==> src/common/drp_pkg.sv <==
// Package for the data RAM partition register block
package drp_pkg;
    // APB byte addresses of the registers
    localparam logic [7:0] DRP_KPB_OFF = 8'h00;
    localparam logic [7:0] DRP_UDB_OFF = 8'h04;
    localparam logic [7:0] DRP_UPB_OFF = 8'h08;
    localparam logic [7:0] DRP_SIZE_OFF = 8'h0c;
    localparam int DRP_ADDR_W = 8;
    // Base field position
    localparam int DRP_BASE_LSB = 10;
    localparam int DRP_BASE_MSB = 15;
    localparam int DRP_BASE_W = DRP_BASE_MSB - DRP_BASE_LSB + 1;
    localparam logic [DRP_BASE_W-1:0] DRP_BASE_RST = 6'h00;
    // Legal size codes
    localparam logic [31:0] DRP_SIZE_4K = 32'h0000_1000;
    localparam logic [31:0] DRP_SIZE_8K = 32'h0000_2000;
    localparam logic [31:0] DRP_SIZE_16K = 32'h0000_4000;
    localparam logic [31:0] DRP_SIZE_32K = 32'h0000_8000;
    localparam int DRP_OFS_W = 15;
    // Region codes
    typedef enum logic [1:0]
    {
        DRP_KDATA = 2'b00,
        DRP_KPROG = 2'b01,
        DRP_UDATA = 2'b10,
        DRP_UPROG = 2'b11
    } drp_region_e;
endpackage

==> src/drp_classify.sv <==
// Region classifier for one data RAM offset
module drp_classify
    import drp_pkg::*;
(
    input wire logic [DRP_OFS_W-1:0] i_offset,
    input wire logic [DRP_BASE_W-1:0] i_kpb,
    input wire logic [DRP_BASE_W-1:0] i_udb,
    input wire logic [DRP_BASE_W-1:0] i_upb,
    output drp_region_e o_region
);
    logic [DRP_BASE_W-1:0] blk;
    // Offset is one bit short of the field, so the top compare bit is always zero
    assign blk = {1'b0, i_offset[DRP_BASE_MSB-1:DRP_BASE_LSB]};
    // A zero base means that region is absent, so all-zero leaves only kernel data
    always_comb
    begin
        o_region = DRP_KDATA;
        if (i_upb != '0 && blk >= i_upb)
            o_region = DRP_UPROG;
        else if (i_udb != '0 && blk >= i_udb)
            o_region = DRP_UDATA;
        else if (i_kpb != '0 && blk >= i_kpb)
            o_region = DRP_KPROG;
    end
endmodule

==> src/drp_regs.sv <==
// APB register set for the data RAM partition and access classifier
//
// Operation
// - Base bits 31-16 read zero, ignore writes
// - Kernel program base writable in bits 15:10
// - User data base writable in bits 15:10
// - User program base writable in bits 15:10
// - Base bits 9:0 read zero
// - Reset clears all bases
// - All-zero bases mean all kernel data
// - Size register read-only, ignores writes
// - Size reads 4, 8, 16 or 32 KB code
//
// The register addresses and register access over APB are this design's own decisions.
module drp_regs
    import drp_pkg::*;
#(
    parameter logic [31:0] RAM_SIZE = DRP_SIZE_32K
)
(
    input wire logic i_clk,
    input wire logic i_arst_n,
    input wire logic i_psel,
    input wire logic i_penable,
    input wire logic i_pwrite,
    input wire logic [DRP_ADDR_W-1:0] i_paddr,
    input wire logic [31:0] i_pwdata,
    input wire logic [3:0] i_pstrb,
    output logic [31:0] o_prdata,
    output logic o_pready,
    output logic o_pslverr,
    input wire logic [DRP_OFS_W-1:0] i_access_offset,
    output drp_region_e o_access_region,
    output logic o_access_out_of_range
);
    typedef struct packed
    {
        logic [DRP_BASE_W-1:0] kpb;
        logic [DRP_BASE_W-1:0] udb;
        logic [DRP_BASE_W-1:0] upb;
        logic [31:0] prdata;
        logic pready;
        logic pslverr;
        drp_region_e region;
        logic oor;
    } drp_state_s;

    drp_state_s state;
    drp_state_s next_state;
    drp_region_e region_now;
    logic setup;
    logic wr_ok;
    logic hit;
    logic [31:0] rdata;

    drp_classify u_classify
    (
        .i_offset(i_access_offset),
        .i_kpb(state.kpb),
        .i_udb(state.udb),
        .i_upb(state.upb),
        .o_region(region_now)
    );

    // Answer one cycle after setup; pready is a pulse in the access phase
    assign setup = i_psel && !i_penable;
    // Base field lies in byte lane 1
    assign wr_ok = i_pwrite && i_pstrb[1];

    always_comb
    begin
        hit = 1'b1;
        rdata = 32'h0000_0000;
        unique case (i_paddr)
            DRP_KPB_OFF: rdata[DRP_BASE_MSB:DRP_BASE_LSB] = state.kpb;
            DRP_UDB_OFF: rdata[DRP_BASE_MSB:DRP_BASE_LSB] = state.udb;
            DRP_UPB_OFF: rdata[DRP_BASE_MSB:DRP_BASE_LSB] = state.upb;
            DRP_SIZE_OFF: rdata = RAM_SIZE;
            default: hit = 1'b0;
        endcase
    end

    always_comb
    begin
        next_state = state;
        next_state.pready = setup;
        next_state.pslverr = setup && !hit;
        next_state.prdata = (setup && !i_pwrite && hit) ? rdata : 32'h0000_0000;
        // Write lands at setup since the answer is fixed at one wait-free access
        if (setup && wr_ok)
        begin
            if (i_paddr == DRP_KPB_OFF)
                next_state.kpb = i_pwdata[DRP_BASE_MSB:DRP_BASE_LSB];
            if (i_paddr == DRP_UDB_OFF)
                next_state.udb = i_pwdata[DRP_BASE_MSB:DRP_BASE_LSB];
            if (i_paddr == DRP_UPB_OFF)
                next_state.upb = i_pwdata[DRP_BASE_MSB:DRP_BASE_LSB];
        end
        // Ordering of bases is trusted to software, so no check here
        next_state.region = region_now;
        next_state.oor = {17'h0_0000, i_access_offset} >= RAM_SIZE;
    end

    always_ff @(posedge i_clk or negedge i_arst_n)
    begin
        if (!i_arst_n)
        begin
            state.kpb <= DRP_BASE_RST;
            state.udb <= DRP_BASE_RST;
            state.upb <= DRP_BASE_RST;
            state.prdata <= 32'h0000_0000;
            state.pready <= 1'b0;
            state.pslverr <= 1'b0;
            state.region <= DRP_KDATA;
            state.oor <= 1'b0;
        end
        else
        begin
            state <= next_state;
        end
    end

    assign o_prdata = state.prdata;
    assign o_pready = state.pready;
    assign o_pslverr = state.pslverr;
    assign o_access_region = state.region;
    assign o_access_out_of_range = state.oor;
endmodule

==> config.mk <==
export PLATFORM = sky130hd
export DESIGN_NAME = drp_regs
export DESIGN_NICKNAME = d
export VERILOG_FILES = /design/src/common/drp_pkg.sv /design/src/drp_classify.sv /design/src/drp_regs.sv
export SDC_FILE = /design/constraint.sdc
export NUM_CORES = 1
export LEC_CHECK = 0
export ABC_AREA = 1
export BUFFER_PORTS_ARGS = -buffer_cell sky130_fd_sc_hd__buf_2
export CAP_MARGIN = 10
export CELL_PAD_IN_SITES_DETAIL_PLACEMENT = 0
export CELL_PAD_IN_SITES_GLOBAL_PLACEMENT = 1
export CORE_MARGIN = 2
export CORE_UTILIZATION = 33
export CTS_CLUSTER_SIZE = 40
export DETAILED_ROUTE_END_ITERATION = 8
export GPL_ROUTABILITY_DRIVEN = 0
export PLACE_DENSITY_LB_ADDON = 0.05
export SKIP_CTS_REPAIR_TIMING = 1
export SLEW_MARGIN = 30
export SYNTH_ARGS = -nofsm -noshare
export SYNTH_HDL_FRONTEND = slang
export SYNTH_HIERARCHICAL = 1
export SYNTH_SLANG_ARGS = --single-unit
==> constraint.sdc <==
create_clock -name i_clk -period 1.6 [get_ports i_clk]
set_input_delay 0.16 -clock i_clk [delete_from_list [all_inputs] [get_ports i_clk]]
set_output_delay 0.16 -clock i_clk [all_outputs]
set_load 0.05 [all_outputs]
==> flow_metrics.env, run 1 <==
export IMPL_status="finished, final reports clean"
export IMPL_path_max_fanout=3
export IMPL_cp_start_kind="flop"
export IMPL_dpl_cell_count=391
export IMPL_tightest_slew_ps=658
export IMPL_ys_warn_count=6
export IMPL_grt_max_degree=29
export IMPL_end_kind="flop"
export IMPL_hold_viol=0
export IMPL_vias=1620
export IMPL_synthTopCellsByCount="nand2_1 (50), inv_1 (45), buf_4 (35)"
export IMPL_wl_per_cell_um=11.9
export IMPL_totalPowerFinal_mw=1.65
export IMPL_min_path_type="primary input to flop"
export IMPL_coreArea_um2=6680
export IMPL_cts_made_buffers=3
export IMPL_power_density_nw_per_um2=668
export IMPL_synth_edff_count=0
export IMPL_drtAntennaViolNets=0
export IMPL_cpPeakStageDelay_ps=420
export IMPL_grt_pass1_vias=1521
export IMPL_grt_pass1_wl_mm=7.82
export IMPL_overflow=0
export IMPL_syn_area_per_cell_um2=7.96
export IMPL_portBuffers=34
export IMPL_max_cap_violations=0
export IMPL_synth_area_leader_cell="dfrtp_1"
export IMPL_nFillCells=745
export IMPL_fp_row_count=30
export IMPL_vdd_drop_max_uv=306
export IMPL_synth_seq_cells=28
export IMPL_cpMaxStageDelayCell="dfrtp_1"
export IMPL_root_buffer="clkbuf_8"
export IMPL_rsz0062_at_grt="false"
export IMPL_fin_crit_sh=0.894
export IMPL_netlist_area_um2=2240
export IMPL_max_slew_margin=0.562
export IMPL_clkTransAtPathRegs_ps=110
export IMPL_crit_type="flop to flop"
export IMPL_yosysMostFrequentCell="nand2_1"
export IMPL_crit_chain="inv_1, ha_1, inv_1, nor2_1, a21boi_0, a21oi_1, nand2_1, nand2_1"
export IMPL_cts_tree="yes"
export IMPL_cp_required_ps=1780
export IMPL_fmax_mhz=699
export IMPL_synth_area_leaders="dfrtp_1 (31%), buf_4 (12%), ha_1 (8.4%)"
export IMPL_dieArea_um2=7450
export IMPL_viasPerCell=4.07
export IMPL_clock_skew_final_ps=6.06
export IMPL_drcViolationCount=0
export IMPL_finalCriticalPeriod_ps=1430
export IMPL_path_buf_inv=2
export IMPL_drt_initial_drc_count=62
export IMPL_die_w_um=86.3
export IMPL_antenna_found_initial=0
export IMPL_synth_cells=281
export IMPL_maxSlewViolCount=0
export IMPL_yosys_most_used_dff="dfrtp_1"
export IMPL_synth_cell_types=25
export IMPL_ctsHtreeMaxLevel=1
export IMPL_syn2layout_area_growth_pct=10.2
export IMPL_fin_nets=398
export IMPL_diodes=0
export IMPL_clk_path_buf_depth=2
export IMPL_clock_latency_ps=280
export IMPL_wirelength_mm=4.75
export IMPL_pre_cts_ws_ps=197
export IMPL_setup_viol=0
export IMPL_fin_tns_setup_ps=0
export IMPL_p_leak_nw=1.40
export IMPL_dr_pass1_iters=4
export IMPL_drive_above_1_share=0.327
export IMPL_arrival_ps=1610
export IMPL_dpl_hpwl_mm=3.96
export IMPL_start_util=0.335
export IMPL_clock_sinks=28
export IMPL_async_flop_share=1.00
export IMPL_crit_family="flip-flops"
export IMPL_track_usage=0.136
export IMPL_die_y_um=86.3
export IMPL_yosysSeqAreaShare=0.313
export IMPL_fin_cells=398
export IMPL_whs_ps=175
export IMPL_setup_slack_ps=169
export IMPL_io_pins=101
export IMPL_yosys_area_top_type_share=0.313
[placed cells by master (no fill, tap or decap), drive strengths merged]
master and count:
nand2 67, inv 47, buf 44, nor2 43
dfrtp 28, conb 27, o21ai 20, ha 15
nand3 9, clkbuf 3, nand4 3, a21oi 3
nor3 2, a21o 2, or2 2, bufinv 1
dlygate4sd3 1, a21boi 1
[worst reg2reg max path, delay by kind of cell (launching register included)]
family                   cells  cell delay (ps)
buffers and inverters        2              140
flip-flops                   1              420
adder cells (fa/ha/maj)      1              290
AO/OA/AOI/OAI                2              340
AND/OR/NAND/NOR              3              140
[power by group]
group | internal (mW) | switching [mW]
Sequential | 0.717 | 0.00594
Combinational | 0.0727 | 0.271
Clock | 0.336 | 0.245
Total | 1.13 | 0.522
[state kept, by name, summed over array words and instances (netlist names)]
signal           cells
o_pslverr            1
o_prdata             6
o_access_region      2
state               18
o_pready             1
[metrics by stage]
stage          utilization  cell area [um^2]
2_1_floorplan            -              2330
3_3_place_gp         0.354              2370
3_5_place_dp         0.354              2370
4_1_cts              0.365              2440
5_1_grt              0.369              2460
6_report             0.369              2460
[per-layer routing]
metal,vias up,global-route usage,part of all wire
met4,0,0.0213,0.0059
li1,870,-,-
met5,-,0,0
met3,5,0.0238,0.031
met1,708,0.201,0.53
met2,37,0.212,0.43
[worst paths after layout]
| path | start | slack, ps | cells after the start | endpoint |
|---|---|---|---|---|
| hold reg to reg | state[53] | 560 | 2 | state[53] |
| hold / removal | i_penable | 170 | 3 | o_pready |
| setup / recovery | state[53] | 170 | 8 | o_access_region[0] |
| setup reg to reg | state[53] | 170 | 8 | o_access_region[0] |
| max in group asynchronous | i_arst_n | 750 | 2 | o_prdata[13] |
| min in group asynchronous | i_arst_n | 420 | 2 | state[54] |
[logic make-up (layout without fill, tap and decap cells)]
group	Yosys count	in the layout	synth area share
AO/OA/AOI/OAI	26	26	0.0917
adder cells (fa/ha/maj)	15	15	0.0839
buffers and inverters	85	96	0.211
flip-flops	28	28	0.313
other	1	27	0.00168
AND/OR/NAND/NOR	126	126	0.298
[final cells by class]
| type | instances | area (um^2) | share of cell area |
|---|---|---|---|
| timing repair buffer | 45 | 255 | 0.104 |
| clock buffer | 3 | 41.3 | 0.0168 |
| inverter | 47 | 176 | 0.0716 |
| multi-input combinational | 194 | 1160 | 0.471 |
| clock inverter | 1 | 30.0 | 0.0122 |
| sequential | 28 | 701 | 0.284 |
| tap | 80 | 100 | 0.0406 |
No activity file was read; power rests on OpenSTA's default activity.
==> inputs of run 2 (changes only) <==
--- a/config.mk
+++ b/config.mk
@@ -16,6 +16,7 @@
 export DETAILED_ROUTE_END_ITERATION = 8
 export GPL_ROUTABILITY_DRIVEN = 0
 export PLACE_DENSITY_LB_ADDON = 0.05
+export RECOVER_POWER = 50
 export SKIP_CTS_REPAIR_TIMING = 1
 export SLEW_MARGIN = 30
 export SYNTH_ARGS = -nofsm -noshare
==> flow_metrics.env, run 2 (synthesis gave the netlist of run 1 again) <==
export IMPL_status="finished, final reports clean"
export IMPL_fmax_mhz=703
export IMPL_rsz0062_at_grt="false"
export IMPL_p_int_mw=1.12
export IMPL_setup_viol=0
export IMPL_fin_crit_sh=0.889
export IMPL_clock_latency_ps=280
export IMPL_whs_ps=156
export IMPL_min_path_cells=3
export IMPL_rr_worst_depth=9
export IMPL_clock_sinks=28
export IMPL_fin_nets=398
export IMPL_vdd_drop_max_uv=296
export IMPL_overflow=0
export IMPL_dieArea_um2=7450
export IMPL_setup_slack_ps=178
export IMPL_grt_max_degree=29
export IMPL_crit_type="flop to flop"
export IMPL_clkPwrFrac=0.354
export IMPL_diodes=0
export IMPL_path_max_fanout=3
export IMPL_max_cap_violations=0
export IMPL_power_density_nw_per_um2=689
export IMPL_fp_row_count=30
export IMPL_layout_commonest_cell="nand2_1"
export IMPL_drive_above_1_share=0.270
export IMPL_dpl_cell_count=391
export IMPL_sequentialPowerShare=0.444
export IMPL_portBuffers=34
export IMPL_min_path_type="primary input to flop"
export IMPL_cts_tree="yes"
export IMPL_final_cell_mix="nand2_1 (55), inv_1 (45), buf_2 (33)"
export IMPL_viasPerCell=4.06
export IMPL_dpl_hpwl_mm=3.96
export IMPL_drt_initial_drc_count=60
export IMPL_cpMaxStageDelayCell="dfrtp_1"
export IMPL_r2r_setup_slack_ps=180
export IMPL_ctsHtreeMaxLevel=1
export IMPL_p_comb_frac=0.202
export IMPL_coreArea_um2=6680
export IMPL_clkTransAtPathRegs_ps=110
export IMPL_fin_cells=398
export IMPL_drtAntennaViolNets=0
export IMPL_totalPowerFinal_mw=1.63
export IMPL_wirelength_mm=4.78
export IMPL_crit_chain="inv_1, ha_1, inv_1, nor3_1, nand2_1, nand2_1, nand2_1, nand2_1, nand2_1"
export IMPL_vias=1616
export IMPL_dr_pass1_iters=4
export IMPL_p_leak_nw=1.30
export IMPL_swShare=0.311
export IMPL_cp_required_ps=1780
export IMPL_syn2layout_area_growth_pct=5.54
export IMPL_pre_cts_ws_ps=197
export IMPL_antenna_found_initial=0
export IMPL_crit_family="simple AND/OR/NAND/NOR gates"
export IMPL_nFillCells=769
export IMPL_maxSlewViolCount=0
export IMPL_fin_tns_setup_ps=0
export IMPL_clk_path_buf_depth=2
export IMPL_tightest_slew_ps=733
export IMPL_hold_viol=0
export IMPL_wl_per_cell_um=12.0
export IMPL_start_util=0.335
export IMPL_clock_skew_final_ps=7.07
export IMPL_io_pins=101
export IMPL_path_buf_inv=2
export IMPL_regMostFlops="state"
export IMPL_cts_made_buffers=3
export IMPL_placed_area_um2=2370
export IMPL_hp_start="i_pwdata[11]"
export IMPL_grt_pass1_vias=1521
export IMPL_finalCriticalPeriod_ps=1420
export IMPL_die_w_um=86.3
export IMPL_arrival_ps=1600
export IMPL_postLayoutCoreUtil=0.353
export IMPL_track_usage=0.136
export IMPL_largest_reg_flops=18
export IMPL_r2r_start="state[47]"
export IMPL_cp_common_cell="nand2_1"
export IMPL_min_to="state[50]"
export IMPL_max_slew_margin=0.512
export IMPL_end_kind="flop"
export IMPL_power_switching_uw=506
export IMPL_cpPeakStageDelay_ps=400
export IMPL_timing_rr_end="o_access_region[0]"
export IMPL_grt_pass1_wl_mm=7.82
export IMPL_multiInputGateArea_um2=1060
export IMPL_cp_start_kind="flop"
export IMPL_die_y_um=86.3
export IMPL_final_area_um2=2360
export IMPL_root_buffer="clkbuf_8"
export IMPL_drcViolationCount=0
export IMPL_regArea_um2=701
==> run 2: worst max path at each step <==
| stage | startpoint | endpoint | slack (ps) | depth (start not counted) |
|---|---|---|---|---|
| detailed placement | state[53] | o_access_region[0] | 200 | 8 |
| global route | state[45] | o_access_region[0] | 10 | 9 |
| finish | state[47] | o_access_region[0] | 180 | 9 |
| floorplan | state[40] | o_access_region[0] | 360 | 7 |
| global placement | state[53] | o_access_region[0] | 230 | 8 |
| CTS | state[53] | o_access_region[0] | 180 | 8 |
==> run 2: power by group through the flow <==
stage | clock, mW | combinational [mW] | sequential [mW]
6_report | 0.575 | 0.328 | 0.722
3_5_place_dp | 0 | 0.344 | 0.737
2_1_floorplan | 0 | 0.307 | 0.745
5_1_grt | 0.627 | 0.363 | 0.724
3_3_place_gp | 0 | 0.342 | 0.737
4_1_cts | 0.599 | 0.344 | 0.723
==> run 2: layer usage <==
| metal | GRT usage | up-vias | wire length [um] |
|---|---|---|---|
| li1 | - | 869 | - |
| met1 | 0.201 | 703 | 2500 |
| met2 | 0.212 | 39 | 2060 |
| met3 | 0.0238 | 5 | 190 |
| met4 | 0.0213 | 0 | 28 |
| met5 | 0 | - | 0 |
==> run 2: worst min-delay path, delay by kind of cell <==
family	cells	cell delay, ps
buffers and inverters	2	130
AOI/OAI and AO/OA	1	120
==> run 2: final cells by class <==
class	instances	share of cell area
multi-input combinational	194	0.448
timing repair buffer	45	0.108
tap	80	0.0424
inverter	47	0.0747
clock buffer	3	0.0175
clock inverter	1	0.0127
sequential	28	0.297
==> inputs of run 3 (changes only) <==
--- a/config.mk
+++ b/config.mk
@@ -15,10 +15,11 @@
 export CTS_CLUSTER_SIZE = 40
 export DETAILED_ROUTE_END_ITERATION = 8
 export GPL_ROUTABILITY_DRIVEN = 0
+export GPL_TIMING_DRIVEN = 0
 export PLACE_DENSITY_LB_ADDON = 0.05
 export RECOVER_POWER = 50
+export SETUP_SLACK_MARGIN = 0.2
 export SKIP_CTS_REPAIR_TIMING = 1
-export SLEW_MARGIN = 30
 export SYNTH_ARGS = -nofsm -noshare
 export SYNTH_HDL_FRONTEND = slang
 export SYNTH_HIERARCHICAL = 1
==> flow_metrics.env, run 3 (synthesis gave the netlist of run 1 again) <==
export IMPL_rsz0062_at_grt="true"
export IMPL_arrival_ps=1570
export IMPL_overflow=0
export IMPL_clock_latency_ps=280
export IMPL_r2r_setup_slack_ps=250
export IMPL_track_usage=0.134
export IMPL_path_max_fanout=10
export IMPL_largest_reg_flops=18
export IMPL_syn2layout_area_growth_pct=20.9
export IMPL_dpl_hpwl_mm=3.71
export IMPL_placed_area_um2=2610
export IMPL_clock_skew_final_ps=5.68
export IMPL_final_cell_mix="nand2_1 (55), buf_4 (43), inv_1 (42)"
export IMPL_hp_start="i_pwdata[12]"
export IMPL_fin_tns_setup_ps=0
export IMPL_clock_sinks=28
export IMPL_regMostFlops="state"
export IMPL_dieArea_um2=7450
export IMPL_clk_path_buf_depth=2
export IMPL_min_to="state[39]"
export IMPL_coreArea_um2=6680
export IMPL_r2r_start="state[40]"
export IMPL_wirelength_mm=4.47
export IMPL_io_pins=101
export IMPL_grt_pass1_vias=1605
export IMPL_die_y_um=86.3
export IMPL_fmax_mhz=709
export IMPL_cts_tree="yes"
export IMPL_rr_worst_depth=7
export IMPL_cp_required_ps=1760
export IMPL_min_path_type="primary input to flop"
export IMPL_antenna_found_initial=0
export IMPL_hold_viol=0
export IMPL_cp_start_kind="primary input"
export IMPL_wl_per_cell_um=10.3
export IMPL_p_leak_nw=1.53
export IMPL_setup_viol=0
export IMPL_viasPerCell=3.97
export IMPL_end_kind="flop"
export IMPL_crit_type="primary input to flop"
export IMPL_min_path_cells=3
export IMPL_dr_pass1_iters=4
export IMPL_maxSlewViolCount=0
export IMPL_timing_rr_end="o_access_region[0]"
export IMPL_status="finished, final reports clean"
export IMPL_root_buffer="clkbuf_8"
export IMPL_drt_initial_drc_count=63
export IMPL_vias=1722
export IMPL_grt_max_degree=29
export IMPL_final_area_um2=2700
export IMPL_fin_cells=434
export IMPL_drive_above_1_share=0.381
export IMPL_tightest_slew_ps=722
export IMPL_die_w_um=86.3
export IMPL_fin_crit_sh=0.881
export IMPL_layout_commonest_cell="nand2_1"
export IMPL_clkTransAtPathRegs_ps=100
export IMPL_cts_made_buffers=3
export IMPL_drtAntennaViolNets=0
export IMPL_vdd_drop_max_uv=468
export IMPL_start_util=0.335
export IMPL_diodes=0
export IMPL_ctsHtreeMaxLevel=1
export IMPL_grt_pass1_wl_mm=7.81
export IMPL_portBuffers=34
export IMPL_fin_nets=434
export IMPL_dpl_cell_count=421
export IMPL_fp_row_count=30
export IMPL_power_density_nw_per_um2=624
export IMPL_max_cap_violations=0
export IMPL_finalCriticalPeriod_ps=1410
export IMPL_max_slew_margin=0.519
export IMPL_drcViolationCount=0
==> run 3: worst max-delay path: stages <==
cell	delay, ps
buf_2	90
or2_0	270
nor2_1	440
nand2_4	100
clkbuf_1	290
nand2_1	150
o21ai_2	60
==> run 3: final cells by class <==
class | count | area [um^2]
buffer | 38 | 275
multi-input combinational | 194 | 1140
timing repair buffer | 43 | 240
sequential | 28 | 702
fill | 723 | 3980
clock inverter | 1 | 30.0
tap | 80 | 100
clock buffer | 3 | 41.3
inverter | 47 | 176
==> run 3: metal layers <==
metal | up-vias | GRT usage | wire, um
li1 | 941 | - | -
met1 | 736 | 0.188 | 2230
met2 | 41 | 0.213 | 1990
met3 | 4 | 0.0238 | 208
met4 | 0 | 0.0341 | 44
met5 | - | 0 | 0
==> run 3: worst max path at each step <==
stage | start | to | slack [ps] | cells past startpoint
3_5_place_dp | state[53] | o_access_region[0] | 160 | 8
5_1_grt | i_paddr[7] | state[50] | 70 | 8
4_1_cts | state[53] | o_access_region[0] | 140 | 8
6_report | i_penable | state[41] | 190 | 7
3_3_place_gp | state[52] | o_access_region[0] | 160 | 8
2_1_floorplan | state[40] | o_access_region[0] | 360 | 7
==> run 3: metrics by stage <==
stage / hold slack (ps) / worst slack (ps) / total power, mW / util
floorplan: -136 / 357 / 1.05 / -
global placement: 233 / 158 / 1.13 / 0.390
detailed placement: 235 / 164 / 1.13 / 0.390
CTS: -83.4 / 142 / 1.71 / 0.401
global route: 177 / 74.9 / 1.79 / 0.405
finish: 171 / 190 / 1.69 / 0.405
==> run 3: where the power goes <==
part,switching [mW],internal (mW),total (mW)
logic,0.274,0.124,0.398
clock network,0.232,0.335,0.567
registers,0.00677,0.717,0.723
